File: src/design/lcdscd_pkg.sv
// Package: register map, field positions and reset values of the panel driver
package lcdscd_pkg;
  // Register byte offsets on the AXI4-Lite port
  localparam logic [11:0] TimingCfgOff = 12'h000;
  localparam logic [11:0] SupplyCtlOff = 12'h004;
  localparam logic [11:0] SegDisOff0 = 12'h008;
  localparam logic [11:0] SegDisOff1 = 12'h00c;
  localparam logic [11:0] SegDisOff2 = 12'h010;
  localparam logic [11:0] PortDirOff0 = 12'h014;
  localparam logic [11:0] PortDirOff1 = 12'h018;
  localparam logic [11:0] PortDirOff2 = 12'h01c;
  localparam logic [11:0] PortDirOff3 = 12'h020;
  localparam logic [11:0] StatusOff = 12'h024;
  // Display memory window, one word per byte of panel memory
  localparam logic [11:0] DispMemOff = 12'h840;
  localparam int DispMemBytes = 36;
  localparam int NumSeg = 36;
  localparam int NumCom = 8;
  localparam int MaxPixels = 256;
  // Timing configuration fields
  localparam int DutyLsb = 0;
  localparam int BiasBit = 3;
  localparam int DivLsb = 5;
  localparam int SrcBit = 7;
  // Supply control fields
  localparam int MultBit = 0;
  localparam int Level3Bit = 1;
  localparam int EnableBit = 3;
  // Reset values
  localparam logic [7:0] TimingCfgRst = 8'h00;
  localparam logic [7:0] SupplyCtlRst = 8'h00;
  localparam logic [7:0] SegDisRst0 = 8'hff;
  localparam logic [7:0] SegDisRst1 = 8'hff;
  localparam logic [7:0] SegDisRst2 = 8'h0f;
  localparam logic [7:0] PortDirRst = 8'h00;
  // Count source prescales (clock cycles per source tick)
  localparam logic [7:0] SrcFastDiv = 8'h01;
  localparam logic [7:0] SrcSlowDiv = 8'h10;
  // Divider ratios selected by the two ratio bits
  localparam logic [9:0] DivRatio0 = 10'h001;
  localparam logic [9:0] DivRatio1 = 10'h002;
  localparam logic [9:0] DivRatio2 = 10'h004;
  localparam logic [9:0] DivRatio3 = 10'h008;
  // Drive levels on each line
  localparam logic [1:0] LevelGnd = 2'h0;
  localparam logic [1:0] LevelOne = 2'h1;
  localparam logic [1:0] LevelTwo = 2'h2;
  localparam logic [1:0] LevelThree = 2'h3;
  // Bus responses
  localparam logic [1:0] RespOkay = 2'h0;
  localparam logic [1:0] RespSlvErr = 2'h2;
endpackage

File: src/design/lcdscd_divider.sv
// Divider: one-cycle tick every ratio step pulses while run is set
`timescale 1ns/10ps
module lcdscd_divider
  import lcdscd_pkg::*;
#(
  parameter int Width = 8
) (
  // Clock and reset
  input wire logic clk,
  input wire logic rst,
  input wire logic ce,
  // Control
  input wire logic run,
  input wire logic step,
  input wire logic [Width-1:0] ratio,
  // Result
  output logic tick
);
  logic [Width-1:0] count_q;
  wire logic last = (count_q >= ratio - Width'(1));

  always_ff @(posedge clk or posedge rst) begin
    if (rst) begin
      count_q <= '0;
      tick <= 1'b0;
    end else if (ce) begin
      tick <= run && step && last;
      if (!run)
        count_q <= '0;
      else if (step)
        count_q <= last ? '0 : count_q + Width'(1);
    end
  end
endmodule

File: src/design/lcdscd_top.sv
// Top: segment/common panel driver with AXI4-Lite register port
// How it works
// - Enable bit set: scanner reads memory and drives the panel alone.
// - Thirty-six segment outputs and eight common outputs at most.
// - Up to 256 pixels, only with eight-common duty.
// - Duty field 000,001,010,011,111 selects commons 0, 0-1, 0-2, 0-3, 0-7.
// - Scanned commons depend only on the duty setting.
// - While enabled, unused commons carry the unselected waveform.
// - After reset every common drives the supply level.
// - After reset shared pins are inputs, showing the pulled-up level.
// - Display memory is 36 bytes 0x840-0x8cf, one byte per segment.
// - A one bit lights the segment at that segment and common crossing.
// - Drive clock is the count source divided by the divider ratio.
// - Frame rate is drive clock divided by duty: one scan per frame.
// - Timing config: duty 2:0, bias 3, divider 6:5, source 7.
// - One bias bit picks the scheme; third bias drives all four levels on each line, half bias three.
`timescale 1ns/10ps
module lcdscd_top
  import lcdscd_pkg::*;
(
  // Clock and reset
  input wire logic clk,
  input wire logic rst,
  input wire logic ce,
  // AXI4-Lite write address and data
  input wire logic [11:0] awaddr,
  input wire logic awvalid,
  output logic awready,
  input wire logic [31:0] wdata,
  input wire logic [3:0] wstrb,
  input wire logic wvalid,
  output logic wready,
  // AXI4-Lite write response
  output logic [1:0] bresp,
  output logic bvalid,
  input wire logic bready,
  // AXI4-Lite read
  input wire logic [11:0] araddr,
  input wire logic arvalid,
  output logic arready,
  output logic [31:0] rdata,
  output logic [1:0] rresp,
  output logic rvalid,
  input wire logic rready,
  // Panel lines, levels as 2-bit codes
  output logic [2*NumCom-1:0] commonLines,
  output logic [2*NumSeg-1:0] segmentLines,
  output logic [NumSeg-1:0] segmentDriveEn,
  output logic multiplierOn,
  output logic level3Connect
);
  typedef enum logic [1:0] {BusIdle, BusResp} lcdscd_bus_type;

  logic [7:0] timingCfg_q;
  logic [7:0] supplyCtl_q;
  logic [7:0] segDis_q [3];
  logic [7:0] portDir_q [4];
  logic [7:0] dispMem_q [DispMemBytes];
  logic [2:0] comIdx_q;
  logic phase_q;
  logic frameDone_q;
  lcdscd_bus_type wrState_q;
  lcdscd_bus_type rdState_q;
  logic [11:0] awaddr_q;
  logic awHeld_q;
  logic [31:0] wdata_q;
  logic [3:0] wstrb_q;
  logic wHeld_q;

  // Field decode
  wire logic [2:0] dutySel = timingCfg_q[DutyLsb+:3];
  wire logic biasThird = timingCfg_q[BiasBit];
  wire logic [1:0] divSel = timingCfg_q[DivLsb+:2];
  wire logic srcSlow = timingCfg_q[SrcBit];
  wire logic enable = supplyCtl_q[EnableBit];

  // Last active common for each duty code
  wire logic [2:0] lastCom = (dutySel == 3'h7) ? 3'h7 :
    (dutySel > 3'h3) ? 3'h3 : dutySel;

  // Count source and drive-clock divider
  wire logic [7:0] srcRatio = srcSlow ? SrcSlowDiv : SrcFastDiv;
  wire logic [9:0] divRatio = (divSel == 2'h0) ? DivRatio0 :
    (divSel == 2'h1) ? DivRatio1 :
    (divSel == 2'h2) ? DivRatio2 : DivRatio3;
  logic srcTick;
  logic driveTick;

  lcdscd_divider #(.Width(8)) srcDiv (
    .clk(clk),
    .rst(rst),
    .ce(ce),
    .run(enable),
    .step(1'b1),
    .ratio(srcRatio),
    .tick(srcTick)
  );

  lcdscd_divider #(.Width(10)) drvDiv (
    .clk(clk),
    .rst(rst),
    .ce(ce),
    .run(enable),
    .step(srcTick),
    .ratio(divRatio),
    .tick(driveTick)
  );

  // Scan position: each completed frame inverts polarity
  always_ff @(posedge clk or posedge rst) begin
    if (rst) begin
      comIdx_q <= 3'h0;
      phase_q <= 1'b0;
      frameDone_q <= 1'b0;
    end else if (ce) begin
      frameDone_q <= 1'b0;
      if (!enable) begin
        comIdx_q <= 3'h0;
        phase_q <= 1'b0;
      end else if (driveTick) begin
        if (comIdx_q >= lastCom) begin
          comIdx_q <= 3'h0;
          phase_q <= ~phase_q;
          frameDone_q <= 1'b1;
        end else begin
          comIdx_q <= comIdx_q + 3'h1;
        end
      end
    end
  end

  // Level codes for the bias scheme
  wire logic [1:0] selHi = phase_q ? LevelGnd : LevelThree;
  wire logic [1:0] selLo = phase_q ? LevelThree : LevelGnd;
  wire logic [1:0] unselCom = biasThird ?
    (phase_q ? LevelTwo : LevelOne) : LevelOne;
  wire logic [1:0] unselSeg = biasThird ?
    (phase_q ? LevelOne : LevelTwo) : LevelTwo;

  logic [2*NumCom-1:0] comNext;
  logic [2*NumSeg-1:0] segNext;
  logic [NumSeg-1:0] segEnNext;

  always_comb begin
    for (int c = 0; c < NumCom; c++) begin
      if (!enable)
        comNext[2*c+:2] = LevelThree;
      else if (c == int'(comIdx_q))
        comNext[2*c+:2] = selHi;
      else
        comNext[2*c+:2] = unselCom;
    end
  end

  // Segment drive: pixel at current common, shared pins per direction
  always_comb begin
    for (int s = 0; s < NumSeg; s++) begin
      segNext[2*s+:2] = dispMem_q[s][comIdx_q] ? selLo : unselSeg;
      if (s < 8 || s >= 32)
        segEnNext[s] = enable;
      else if (s < 28)
        segEnNext[s] = enable && portDir_q[s/8-1][s%8] &&
          !segDis_q[(s-8)/8][(s-8)%8];
      else
        segEnNext[s] = enable && portDir_q[3][s%8] &&
          !segDis_q[2][s-28];
      // Commons 4-7 double as segments 35..32 below eight-common duty
      if (s >= 32 && dutySel == 3'h7)
        segEnNext[s] = 1'b0;
    end
  end

  always_ff @(posedge clk or posedge rst) begin
    if (rst) begin
      commonLines <= {NumCom{LevelThree}};
      segmentLines <= '0;
      segmentDriveEn <= '0;
      multiplierOn <= 1'b0;
      level3Connect <= 1'b0;
    end else if (ce) begin
      commonLines <= comNext;
      segmentLines <= segNext;
      segmentDriveEn <= segEnNext;
      multiplierOn <= supplyCtl_q[MultBit];
      level3Connect <= supplyCtl_q[Level3Bit];
    end
  end

  // Write channel: address and data taken in either order
  wire logic awTake = awvalid && awready;
  wire logic wTake = wvalid && wready;
  wire logic [11:0] wAddr = awHeld_q ? awaddr_q : awaddr;
  wire logic [31:0] wData = wHeld_q ? wdata_q : wdata;
  wire logic [3:0] wStrb = wHeld_q ? wstrb_q : wstrb;
  wire logic haveAw = awHeld_q || awTake;
  wire logic haveW = wHeld_q || wTake;
  wire logic doWrite = (wrState_q == BusIdle) && haveAw && haveW;
  wire logic wrMem = (wAddr >= DispMemOff) &&
    (wAddr < DispMemOff + 12'(4*DispMemBytes));
  wire logic [5:0] wMemIdx = 6'((wAddr - DispMemOff) >> 2);
  wire logic wrHit = wrMem || (wAddr <= StatusOff);
  wire logic wrByte = doWrite && wStrb[0];

  always_ff @(posedge clk or posedge rst) begin
    if (rst) begin
      timingCfg_q <= TimingCfgRst;
      supplyCtl_q <= SupplyCtlRst;
      segDis_q[0] <= SegDisRst0;
      segDis_q[1] <= SegDisRst1;
      segDis_q[2] <= SegDisRst2;
      for (int i = 0; i < 4; i++)
        portDir_q[i] <= PortDirRst;
      for (int i = 0; i < DispMemBytes; i++)
        dispMem_q[i] <= 8'h00;
    end else if (ce && wrByte) begin
      case (wAddr)
        TimingCfgOff: timingCfg_q <= wData[7:0];
        SupplyCtlOff: supplyCtl_q <= wData[7:0];
        SegDisOff0: segDis_q[0] <= wData[7:0];
        SegDisOff1: segDis_q[1] <= wData[7:0];
        SegDisOff2: segDis_q[2] <= {4'h0, wData[3:0]};
        PortDirOff0: portDir_q[0] <= wData[7:0];
        PortDirOff1: portDir_q[1] <= wData[7:0];
        PortDirOff2: portDir_q[2] <= wData[7:0];
        PortDirOff3: portDir_q[3] <= wData[7:0];
        default: begin
          if (wrMem)
            dispMem_q[wMemIdx] <= wData[7:0];
        end
      endcase
    end
  end

  always_ff @(posedge clk or posedge rst) begin
    if (rst) begin
      awready <= 1'b0;
      wready <= 1'b0;
      bvalid <= 1'b0;
      bresp <= RespOkay;
      awHeld_q <= 1'b0;
      wHeld_q <= 1'b0;
      awaddr_q <= 12'h000;
      wdata_q <= 32'h00000000;
      wstrb_q <= 4'h0;
      wrState_q <= BusIdle;
    end else if (ce) begin
      case (wrState_q)
        BusIdle: begin
          if (awTake) begin
            awaddr_q <= awaddr;
            awHeld_q <= 1'b1;
          end
          if (wTake) begin
            wdata_q <= wdata;
            wstrb_q <= wstrb;
            wHeld_q <= 1'b1;
          end
          awready <= !haveAw;
          wready <= !haveW;
          if (doWrite) begin
            bvalid <= 1'b1;
            bresp <= wrHit ? RespOkay : RespSlvErr;
            awready <= 1'b0;
            wready <= 1'b0;
            wrState_q <= BusResp;
          end
        end
        BusResp: begin
          if (bready) begin
            bvalid <= 1'b0;
            awHeld_q <= 1'b0;
            wHeld_q <= 1'b0;
            awready <= 1'b1;
            wready <= 1'b1;
            wrState_q <= BusIdle;
          end
        end
        default: wrState_q <= BusIdle;
      endcase
    end
  end

  // Read decode
  wire logic rdMem = (araddr >= DispMemOff) &&
    (araddr < DispMemOff + 12'(4*DispMemBytes));
  wire logic [5:0] rMemIdx = 6'((araddr - DispMemOff) >> 2);
  logic [7:0] rByte;
  logic rHit;

  always_comb begin
    rHit = 1'b1;
    case (araddr)
      TimingCfgOff: rByte = timingCfg_q;
      SupplyCtlOff: rByte = supplyCtl_q;
      SegDisOff0: rByte = segDis_q[0];
      SegDisOff1: rByte = segDis_q[1];
      SegDisOff2: rByte = segDis_q[2];
      PortDirOff0: rByte = portDir_q[0];
      PortDirOff1: rByte = portDir_q[1];
      PortDirOff2: rByte = portDir_q[2];
      PortDirOff3: rByte = portDir_q[3];
      StatusOff: rByte = {3'h0, frameDone_q, phase_q, comIdx_q};
      default: begin
        rHit = rdMem;
        rByte = rdMem ? dispMem_q[rMemIdx] : 8'h00;
      end
    endcase
  end

  always_ff @(posedge clk or posedge rst) begin
    if (rst) begin
      arready <= 1'b0;
      rvalid <= 1'b0;
      rdata <= 32'h00000000;
      rresp <= RespOkay;
      rdState_q <= BusIdle;
    end else if (ce) begin
      case (rdState_q)
        BusIdle: begin
          arready <= 1'b1;
          if (arvalid && arready) begin
            arready <= 1'b0;
            rvalid <= 1'b1;
            rdata <= {24'h000000, rByte};
            rresp <= rHit ? RespOkay : RespSlvErr;
            rdState_q <= BusResp;
          end
        end
        BusResp: begin
          if (rready) begin
            rvalid <= 1'b0;
            arready <= 1'b1;
            rdState_q <= BusIdle;
          end
        end
        default: rdState_q <= BusIdle;
      endcase
    end
  end
endmodule

File: config.mk
export PLATFORM = sky130hd
export DESIGN_NAME = lcdscd_top
export DESIGN_NICKNAME = d
export VERILOG_FILES = /design/src/design/lcdscd_pkg.sv /design/src/design/lcdscd_divider.sv /design/src/design/lcdscd_top.sv
export SDC_FILE = /design/constraint.sdc
export NUM_CORES = 1
export LEC_CHECK = 0
export CAP_MARGIN = 20
export CORE_MARGIN = 2
export CORE_UTILIZATION = 32
export DETAILED_ROUTE_END_ITERATION = 8
export DONT_BUFFER_PORTS = 1
export PLACE_DENSITY = 0.47
export SKIP_CTS_REPAIR_TIMING = 1
export SYNTH_ARGS = -nofsm -noshare
export SYNTH_HDL_FRONTEND = slang
export SYNTH_SLANG_ARGS = --single-unit
File: constraint.sdc
create_clock -name clk -period 54.7 [get_ports clk]
set_input_delay 8.205 -clock clk [delete_from_list [all_inputs] [get_ports clk]]
set_output_delay 8.205 -clock clk [all_outputs]
set_load 0.02 [all_outputs]
Word level (Yosys, flattened, before mapping) --
Index checks and enable logic that the tools add are counted.
Storage, ports and cells: register bits after elaboration 548, bits of input ports 68, word-level logic and storage cells 444
Operators by class: add/sub/neg operators 7, magnitude comparators 13, equality and inequality tests 38, multiplexer cells 189, bitwise operators 4, reduce and logical (&&, ||, !) cells 121
Operators with widths (count):
- $bwmux 288 | 1
- $mux 2 | 64
- $bmux 1 s3 | 36
- $eq 12x5->1 const B | 8
- $pmux 8 s10 | 1
- $logic_and 1x1->1 | 61
- $mux 1 | 56
- $mux 8 | 7
- $bmux 8 s6 | 1
- $demux 8 s6 | 1
- $eq 12x4->1 const B | 4
- $eq 12x6->1 const B | 3
- $mux 10 | 3
- $reduce_and 3->1 | 10
- $eq 12x3->1 const B | 2
- $ge 12x12->1 const B | 2
- $logic_not 12->1 | 2
- $lt 12x12->1 const B | 2
- $logic_not 1->1 | 22
- $reduce_and 2->1 | 11
- $reduce_and 4->1 | 4
- $sub 8x7->8 const B | 2
- $mux 3 | 5
- $ge 7x7->1 const B | 2
- 33 further kinds | 62

Longest topological paths before layout --
Gate-level depths: netlist (run 1).
depth in word-level cells 9, depth in mapped cells 10, gate-level depth less buffers 8

Modules after synthesis --
Synthesis (run 1) repeated with hierarchy kept, for this count alone.
Unflattened totals: cells, all modules 2734, area, all modules 27711.6 µm²
By module, submodules not included:
- lcdscd_top | instances 1, cells an instance 2543, area each 25981.2 µm², seq. area each 12932.4 µm²
- lcdscd_divider (drvDiv) | instances 1, cells an instance 104, area each 965.9 µm², seq. area each 275.3 µm²
- lcdscd_divider (srcDiv) | instances 1, cells an instance 87, area each 764.5 µm², seq. area each 225.2 µm²

Worst setup path before layout (run 1) --
Ideal clock, no wire load.
path kind input to register, from in ce, to reg portDir_q[11] (netlist bit), arrival 10.204 ns, setup slack 44.372 ns, stages on the path 8, cells stage by stage and4b_1 buf_2 a32oi_1 or2_1 or4_1 buf_4 nor3_4 mux2_2
On the way: word-level cells in the longest chain between the ends 2
Ends and longest elaborated chain:
- from (decl) | line lcdscd_top.sv:24 | input wire logic ce,
- $logic_and 1x1->1 | line lcdscd_top.sv:215 | end else if (ce && wrByte) begin
- $reduce_and 2->1 (no source line)
- to (signal, indexed assignment) | line lcdscd_top.sv:212 | portDir_q[i] <= PortDirRst;
- to (decl) | line lcdscd_top.sv:57 | logic [7:0] portDir_q [4];
No other way between the ends. A chain may end at the register's enable or synchronous reset.

Worst setup path in the final report (run 1) --
from in ce, to reg portDir_q[15] (netlist bit)
Same word-level chain as after synthesis.

==> implementation parameters, run 1 <==
Parameter                              Value

Status
  Outcome ... complete, no violations

CTS
  Clock Tree Root ... sky130_fd_sc_hd__clkbuf_16
  TritonCTS clock tree ... done
  Clock latency reported for the late side of the worst-skew pair ... between 600 and 700 ps
  CTS clk-pin slew, worst paths ... approximately 50 ps
  Number of H-tree branching levels ... 2
  Clock Sinks ... ~540
  Num CTS Buffers ... 60
  Buffers from clock root to sink, at most ... 3

Yosys
  Number of library cell types mapped by synthesis ... 66
  Number of synthesized register bits ... about 540
  Largest area contributor in the netlist ... sky130_fd_sc_hd__dfrtp_1
  Yosys top cell area share ... 45.54%
  Post-synth ARST share ... 100.0%
  Post-synth EDFFs ... 0
  Proportion of synthesized chip area in sequential cells ... between 40% and 50%
  Synth top area cells ... sky130_fd_sc_hd__dfrtp_1 (46%), sky130_fd_sc_hd__mux2_2 (16%), sky130_fd_sc_hd__mux4_2 (11%), sky130_fd_sc_hd__nand2_1 (3.7%), sky130_fd_sc_hd__dfstp_2 (3.4%)
  Netlist area before placement ... roughly 27,000 um2
  Yosys warnings ... 0
  Post-synthesis cell count ... between 2k and 2.5k
  Mean post-synth cell area ... 12.41 um2
  Most used DFF post-synth ... sky130_fd_sc_hd__dfrtp_1

Floorplan
  Floorplan row count ... 107
  Chip Width ... about 300 um
  IO Pins ... 235
  Core Region ... 85,010 um2
  Initial Utilization ... approximately 32%
  Die height ... 296.7 um
  Full die area ... 88,050 um2

Setup path
  Cell with the biggest individual delay on the critical path ... sky130_fd_sc_hd__or4_1
  Crit path max-delay family ... simple AND/OR/NAND/NOR gates
  Critical Path Sink Type ... flip-flop
  Crit path launch type ... primary input
  Number of buffer and inverter instances along the worst setup path ... 0
  Start point of the critical path ... ce
  Critical path's largest stage delay ... 880 ps
  Largest driver fanout on the critical path ... ~130
  Worst flop-to-flop path startpoint ... awHeld_q
  Data arrival time of the critical path ... ~11,000 ps
  Worst endpoint required time ... 55,210 ps
  CP Cell Sequence ... and4b_1 -> a32oi_1 -> or2_1 -> or4_1 -> nor3_4 -> mux2_2
  Crit Path Class ... primary input to flip-flop

Routing
  Antenna-violating nets left ... 0
  Wirelength per Cell ... 24.88 um
  Residual DRC ... 0
  Total number of vias ... 17.95k
  Drt total wl ... 82,810 um
  Initial DRC count ... 1,199
  Vias/cell ... approximately 5.4
  Pre-Repair DR Iteration Count ... 5

Placement
  Global placer's final weighted congestion ... about 0.82
  Placed cell areas ... roughly 28,000 um2
  Count of input and output buffers ... 0
  Final HPWL DP ... around 54,000 um
  Minimum setup slack after placement ... about 44,000 ps
  Number of cells in the design after placement ... approximately 3.2k

Layout
  Area grow syn2layout ... 10.52%
  Post-route design area ... 30,310 um2
  Final net count ... approximately 2.2k
  Number of fill cells ... 8,222
  Layout cells sized above 1 ... 32.52%
  Most used cells in the layout excluding fill and tap cells ... sky130_fd_sc_hd__dfrtp_1 (494), sky130_fd_sc_hd__mux2_2 (401), sky130_fd_sc_hd__nand2_1 (271), sky130_fd_sc_hd__mux4_2 (133), sky130_fd_sc_hd__o21ai_0 (91)
  Core Util, Final ... 35.65%
  Number of standard cells in the layout, taps in and fillers out ... 3,328
  Leading cell type in the layout, fill and taps excluded ... sky130_fd_sc_hd__dfrtp_1

Global route
  Pin count of the biggest net entering global routing ... 161
  Number of global-route vias before repair ... ~19k
  First-pass GRT wire length ... approximately 130,000 um
  Total routing usage reported by global routing ... about a fifth
  Antenna violations before repair ... 1
  Total congestion overflow after global routing ... 0

Timing
  Max Clock Skew ... between 20 and 30 ps
  Final period demand of the worst path ... about 10,000 ps
  Setup repair after global routing missed its margin ... no
  Post-route setup slack ... 44,200 ps
  Setup-failing EPs final ... 0
  Pin slew with the least headroom to its limit ... around 1200 ps
  Final-layout setup total negative slack ... 0 ps
  Max_slew headroom ... a little over 20%
  Number of failing hold endpoints at the final stage ... 0
  Final slew viol count ... 0
  Ratio of final minimum period to clock period ... about a fifth
  Maximum frequency from static timing analysis ... 95.26 MHz

Power
  Static leakage ... about 13 nW
  PD cells ... ~33 nW/um2
  Peak supply drop ... 0.00002414 V

Flow run
  Reported max-cap violation count ... 0

Worst hold path
  Worst hold path startpoint ... wdata_q[1]
  Hold WC Path Type ... flip-flop to flip-flop
worst min-delay path, stage by stage, from the launching register on:
cell and delay [ps]:
sky130_fd_sc_hd__dfrtp_1 330, sky130_fd_sc_hd__nand2_1 50, sky130_fd_sc_hd__nand2_1 50
final cells by class:
| class | instances | area (um2) | area share (%) |
|---|---|---|---|
| clock inverters | 7 | 71.32 | 0.2353 |
| diodes | 1 | 2.502 | 0.008257 |
| inverters | 60 | 234.0 | 0.7720 |
| repair buffers | 29 | 257.7 | 0.8505 |
| well taps | 1144 | 1431 | 4.723 |
| multi-input cells | 1451 | 13000 | 42.89 |
| flip-flops and latches | 535 | 13440 | 44.36 |
| clock buffers | 101 | 1868 | 6.164 |
cells by family (layout without fill, tap and decap cells):
| group | count (synthesis) | count (layout) | synth area share [%] |
|---|---|---|---|
| AOI/OAI and AO/OA | 301 | 301 | 7.301 |
| xor gates and xnor gates | 4 | 4 | 0.1277 |
| adders and majority gates | 23 | 23 | 1.049 |
| buffers and inverters | 249 | 197 | 3.988 |
| DFF | 535 | 535 | 48.99 |
| muxes | 618 | 618 | 30.47 |
| other | 2 | 28 | 0.02739 |
| and+or+nand+nor | 478 | 478 | 8.053 |
cell usage after synthesis (4+ instances only):
cell and count:
sky130_fd_sc_hd__o21ai_0 91, sky130_fd_sc_hd__a21o_1 8, sky130_fd_sc_hd__nor3_1 18, sky130_fd_sc_hd__inv_1 58
sky130_fd_sc_hd__o2bb2ai_1 28, sky130_fd_sc_hd__nor2_4 4, sky130_fd_sc_hd__nand4_1 5, sky130_fd_sc_hd__dfstp_2 36
sky130_fd_sc_hd__and2_1 7, sky130_fd_sc_hd__o2111ai_1 4, sky130_fd_sc_hd__o211ai_1 42, sky130_fd_sc_hd__buf_4 37
sky130_fd_sc_hd__nand2_1 271, sky130_fd_sc_hd__dfrtp_1 499, sky130_fd_sc_hd__o22ai_1 5, sky130_fd_sc_hd__clkbuf_1 104
sky130_fd_sc_hd__a22oi_1 18, sky130_fd_sc_hd__a211oi_1 4, sky130_fd_sc_hd__nor2_2 4, sky130_fd_sc_hd__buf_2 16
sky130_fd_sc_hd__a21oi_1 36, sky130_fd_sc_hd__xor2_1 4, sky130_fd_sc_hd__o22a_1 6, sky130_fd_sc_hd__and3_1 7
sky130_fd_sc_hd__a31oi_1 24, sky130_fd_sc_hd__nor2_1 49, sky130_fd_sc_hd__mux2_2 401, sky130_fd_sc_hd__ha_1 23
sky130_fd_sc_hd__nor4_1 8, sky130_fd_sc_hd__nand2b_1 34, sky130_fd_sc_hd__buf_1 32, sky130_fd_sc_hd__mux4_2 133
sky130_fd_sc_hd__nand3_1 33, sky130_fd_sc_hd__mux2i_1 82, sky130_fd_sc_hd__nor2b_1 17
where the power goes:
group,internal [W],switching [W]
Combinational,0.0000351,0.000111
Clock,0.000234,0.000167
Sequential,0.000414,0.0000287
Total,0.000683,0.000306
per-layer routing:
layer / GRT usage (%) / up-vias / share of wire, %
met5: 0 / - / 0
met4: 6.248 / 0 / 3.2
met3: 4.089 / 128 / 5.9
met2: 29.71 / 457 / 47
met1: 25.42 / 9468 / 44
li1: - / 7896 / -
flip-flops by register name (all words and copies together) (netlist names), 3 cells and up:
signal and flops:
awaddr_q 12, comIdx_q 3, commonLines 16, dispMem_q 288
drvDiv.count_q 10, portDir_q 32, rdata 8, segDis_q 20
segmentDriveEn 26, segmentLines 72, srcDiv.count_q 8, supplyCtl_q 8
timingCfg_q 8, wdata_q 8
worst paths after layout:
kind,to,slack (ps),cells past startpoint
max,portDir_q[15],44200,6
min,wdata_q[1],470,2
max reg2reg,dispMem_q[210],50820,6
min reg2reg,wdata_q[1],470,2
max in group asynchronous,dispMem_q[128],44840,3
min in group asynchronous,drvDiv.count_q[0],7560,1
stage by stage:
| stage | hold WS [ps] | power, W |
|---|---|---|
| detailed placement | 459.9 | 0.0005974 |
| CTS | 474.1 | 0.001003 |
| global placement | 457.9 | 0.0005956 |
| finish | 470.6 | 0.0009891 |
| floorplan | 440.1 | 0.0005340 |
| global route | 509.4 | 0.001030 |
Note: power is estimated with default switching activity, not from simulation.
==> run 2, diff against run 1 <==
ABC_AREA = 1   (was unset)
PLACE_DENSITY = 0.48   (was 0.47)
clock period = 9.04 ns   (was 54.7 ns; I/O delays follow)
==> implementation parameters, run 2 <==
Parameter                              Value

Routing
  Wirelength per Cell ... between 20 and 25 um
  Total number of vias ... 23.87k
  Pre-Repair DR Iteration Count ... 5
  Vias/cell ... between 5 and 6
  Initial DRC count ... roughly 2.3k
  Drt total wl ... between 90,000 and 100,000 um
  Residual DRC ... 0
  Antenna-violating nets left ... 0

Yosys
  Most used DFF post-synth ... sky130_fd_sc_hd__dfrtp_1
  Compound-cell area share of the yosys netlist ... around 17%
  Synth top area cells ... sky130_fd_sc_hd__dfrtp_1 (46%), sky130_fd_sc_hd__nand2_1 (14%), sky130_fd_sc_hd__o21ai_0 (11%), sky130_fd_sc_hd__nor2_1 (5.3%), sky130_fd_sc_hd__nand3_1 (3.7%)
  Post-synthesis share of cell area spent on full adders, half adders and majority gates ... between 1 and 1.5%
  Post-synth EDFFs ... 0
  Post-synthesis xor/xnor area fraction ... less than 1%
  Post-synth ARST share ... 100.0%
  Fraction of synthesized area in multiplexers ... less than 1%
  Number of synthesized register bits ... between 500 and 600
  Netlist area before placement ... ~27,000 um2
  Top cell types by occurrence after synthesis ... sky130_fd_sc_hd__nand2_1 (1,037), sky130_fd_sc_hd__o21ai_0 (606), sky130_fd_sc_hd__dfrtp_1 (499)
  Number of library cell types mapped by synthesis ... 38
  Mean post-synth cell area ... roughly 7.6 um2
  Area fraction in and, or, nand and nor cells after synthesis ... about a quarter
  Post-synthesis cell count ... approximately 3.6k
  Yosys warnings ... 0
  Dominant combinational cell family by area after synthesis ... simple AND/OR/NAND/NOR gates
  Yosys top cell area share ... a little under half
  Largest area contributor in the netlist ... sky130_fd_sc_hd__dfrtp_1
  Proportion of synthesized chip area in sequential cells ... 49.75%
  Cell with the most instances after synthesis ... sky130_fd_sc_hd__nand2_1

Placement
  Final HPWL DP ... around 64,000 um
  Count of input and output buffers ... 0
  Global placer's final weighted congestion ... approximately 0.9

Global route
  Antenna violations before repair ... 2
  Total congestion overflow after global routing ... 0
  First-pass GRT wire length ... approximately 150,000 um
  Number of global-route vias before repair ... between 20k and 25k
  Total routing usage reported by global routing ... ~23%
  Pin count of the biggest net entering global routing ... between 150 and 200

Floorplan
  Initial Utilization ... 32.32%
  Die height ... ~290 um
  Chip Width ... about 290 um
  Full die area ... 86,720 um2
  Floorplan row count ... about 110
  IO Pins ... roughly 240
  Core Region ... between 80,000 and 90,000 um2

CTS
  Clock Tree Root ... sky130_fd_sc_hd__clkbuf_16
  Number of H-tree branching levels ... 2
  TritonCTS clock tree ... done
  Num CTS Buffers ... 60
  Clock latency reported for the late side of the worst-skew pair ... about 640 ps
  Clock Sinks ... about 540
  Buffers from clock root to sink, at most ... 3
  CTS clk-pin slew, worst paths ... approximately 60 ps

Timing
  Max_slew headroom ... 32.39%
  Final-layout setup total negative slack ... 0 ps
  Pin slew with the least headroom to its limit ... between 1000 and 1500 ps
  Number of failing hold endpoints at the final stage ... 0
  Ratio of final minimum period to clock period ... 43.06%
  Setup repair after global routing missed its margin ... no
  Setup-failing EPs final ... 0
  Maximum frequency from static timing analysis ... 256.9 MHz
  Final period demand of the worst path ... 3893 ps
  Max Clock Skew ... 16.31 ps
  Final slew viol count ... 0

Layout
  Core Util, Final ... a little over a third
  Register bank with the most flops ... dispMem_q
  Area grow syn2layout ... 10.63%
  Leading cell type in the layout, fill and taps excluded ... sky130_fd_sc_hd__nand2_1
  Diodes inserted ... 0
  Final net count ... roughly 3.5k
  Most used cells in the layout excluding fill and tap cells ... sky130_fd_sc_hd__nand2_1 (1,037), sky130_fd_sc_hd__o21ai_0 (606), sky130_fd_sc_hd__dfrtp_1 (496), sky130_fd_sc_hd__nor2_1 (376), sky130_fd_sc_hd__nand3_1 (197)
  Number of flip-flops under the largest register name ... about 290
  Layout cells sized above 1 ... 6.422%
  Registers with the highest flip-flop counts ... dispMem_q (288), segmentLines (72), portDir_q (32)

Setup path
  Data arrival time of the critical path ... around 4500 ps
  Crit path launch type ... primary input
  Largest driver fanout on the critical path ... 49
  Critical Path Sink Type ... flip-flop
  Crit Path Class ... primary input to flip-flop
  Worst endpoint required time ... approximately 9600 ps

Power
  Peak supply drop ... between 0.00015 and 0.0002 V
  Static leakage ... around 13 nW
  PD cells ... 217.7 nW/um2

Status
  Outcome ... complete, no violations

Worst hold path
  Hold WC Path Type ... flip-flop to flip-flop

Flow run
  Reported max-cap violation count ... 0
[run 2: cell type report]
type                       count  area [um2]
clock buffer                  95        1874
clock inverter                19       158.9
fill                        8897       53680
inverter                     195       739.5
multi-input combinational   2597       11910
sequential                   535       13440
tap                         1080        1351
timing repair buffer          47       397.9
[run 2: report_power, final]
| part | internal (W) | switching [W] |
|---|---|---|
| combinational | 0.000212 | 0.00103 |
| sequential | 0.00254 | 0.000189 |
| clock | 0.00147 | 0.00106 |
| total | 0.00422 | 0.00228 |
[run 2: cells by family (layout without fill, tap and decap cells)]
logic type               after synthesis  after routing
AND/OR/NAND/NOR                     1659           1659
AO/OA/AOI/OAI                        877            877
flip-flops                           535            535
buffers and inverters                453            356
adder cells (fa/ha/maj)               23             23
multiplexers                           6              6
XOR/XNOR                               5              5
other                                  2             27
[run 2: final timing paths]
| check | startpoint | endpoint | slack, ps | cells after the start |
|---|---|---|---|---|
| min in group asynchronous | rst | dispMem_q[235] | 660 | 1 |
| worst min-delay path | dispMem_q[150] | dispMem_q[150] | 480 | 2 |
| worst max register to register | comIdx_q[1] | segmentLines[6] | 5160 | 8 |
| worst min register to register | dispMem_q[150] | dispMem_q[150] | 480 | 2 |
| max in group asynchronous | rst | segDis_q[15] | 6510 | 4 |
| worst max-delay path | araddr[3] | rdata[2] | 5150 | 13 |
[run 2: critical path, cell delays in order]
cell and delay [ps]:
sky130_fd_sc_hd__inv_2 30, sky130_fd_sc_hd__buf_4 480, sky130_fd_sc_hd__nand2_1 620, sky130_fd_sc_hd__buf_4 390, sky130_fd_sc_hd__nor2_1 570, sky130_fd_sc_hd__nand2_1 150, sky130_fd_sc_hd__inv_1 260, sky130_fd_sc_hd__nand2_1 90
sky130_fd_sc_hd__o21ai_0 100, sky130_fd_sc_hd__nor2_1 80, sky130_fd_sc_hd__nand3_1 90, sky130_fd_sc_hd__nor2_1 40, sky130_fd_sc_hd__a21oi_1 160
[run 2: through the flow]
stage          hold slack, ps  setup WS [ps]  total power, W  cell area [um2]  cells
6_report                482.0           5147        0.006502            29870   4568
5_1_grt                 503.2           4889        0.006748            29870   4568
4_1_cts                 487.3           5264        0.006561            29840   4567
3_5_place_dp            472.7           4595        0.004017            27810   4453
3_3_place_gp            465.2           4599        0.004010            27810   4453
2_1_floorplan           445.1          439.4        0.003396            27100   3585
[run 2: layer usage]
layer  wire length, um  share of wire (%)  up-vias  global-route usage (%)
met5                 0                  0        -                       0
met1             47280                 47    11610                   33.33
met4              2509                2.5        0                   6.160
met3              6762                6.8      132                   4.012
met2             43410                 43      709                   34.38
li1                  -                  -    11420                       -
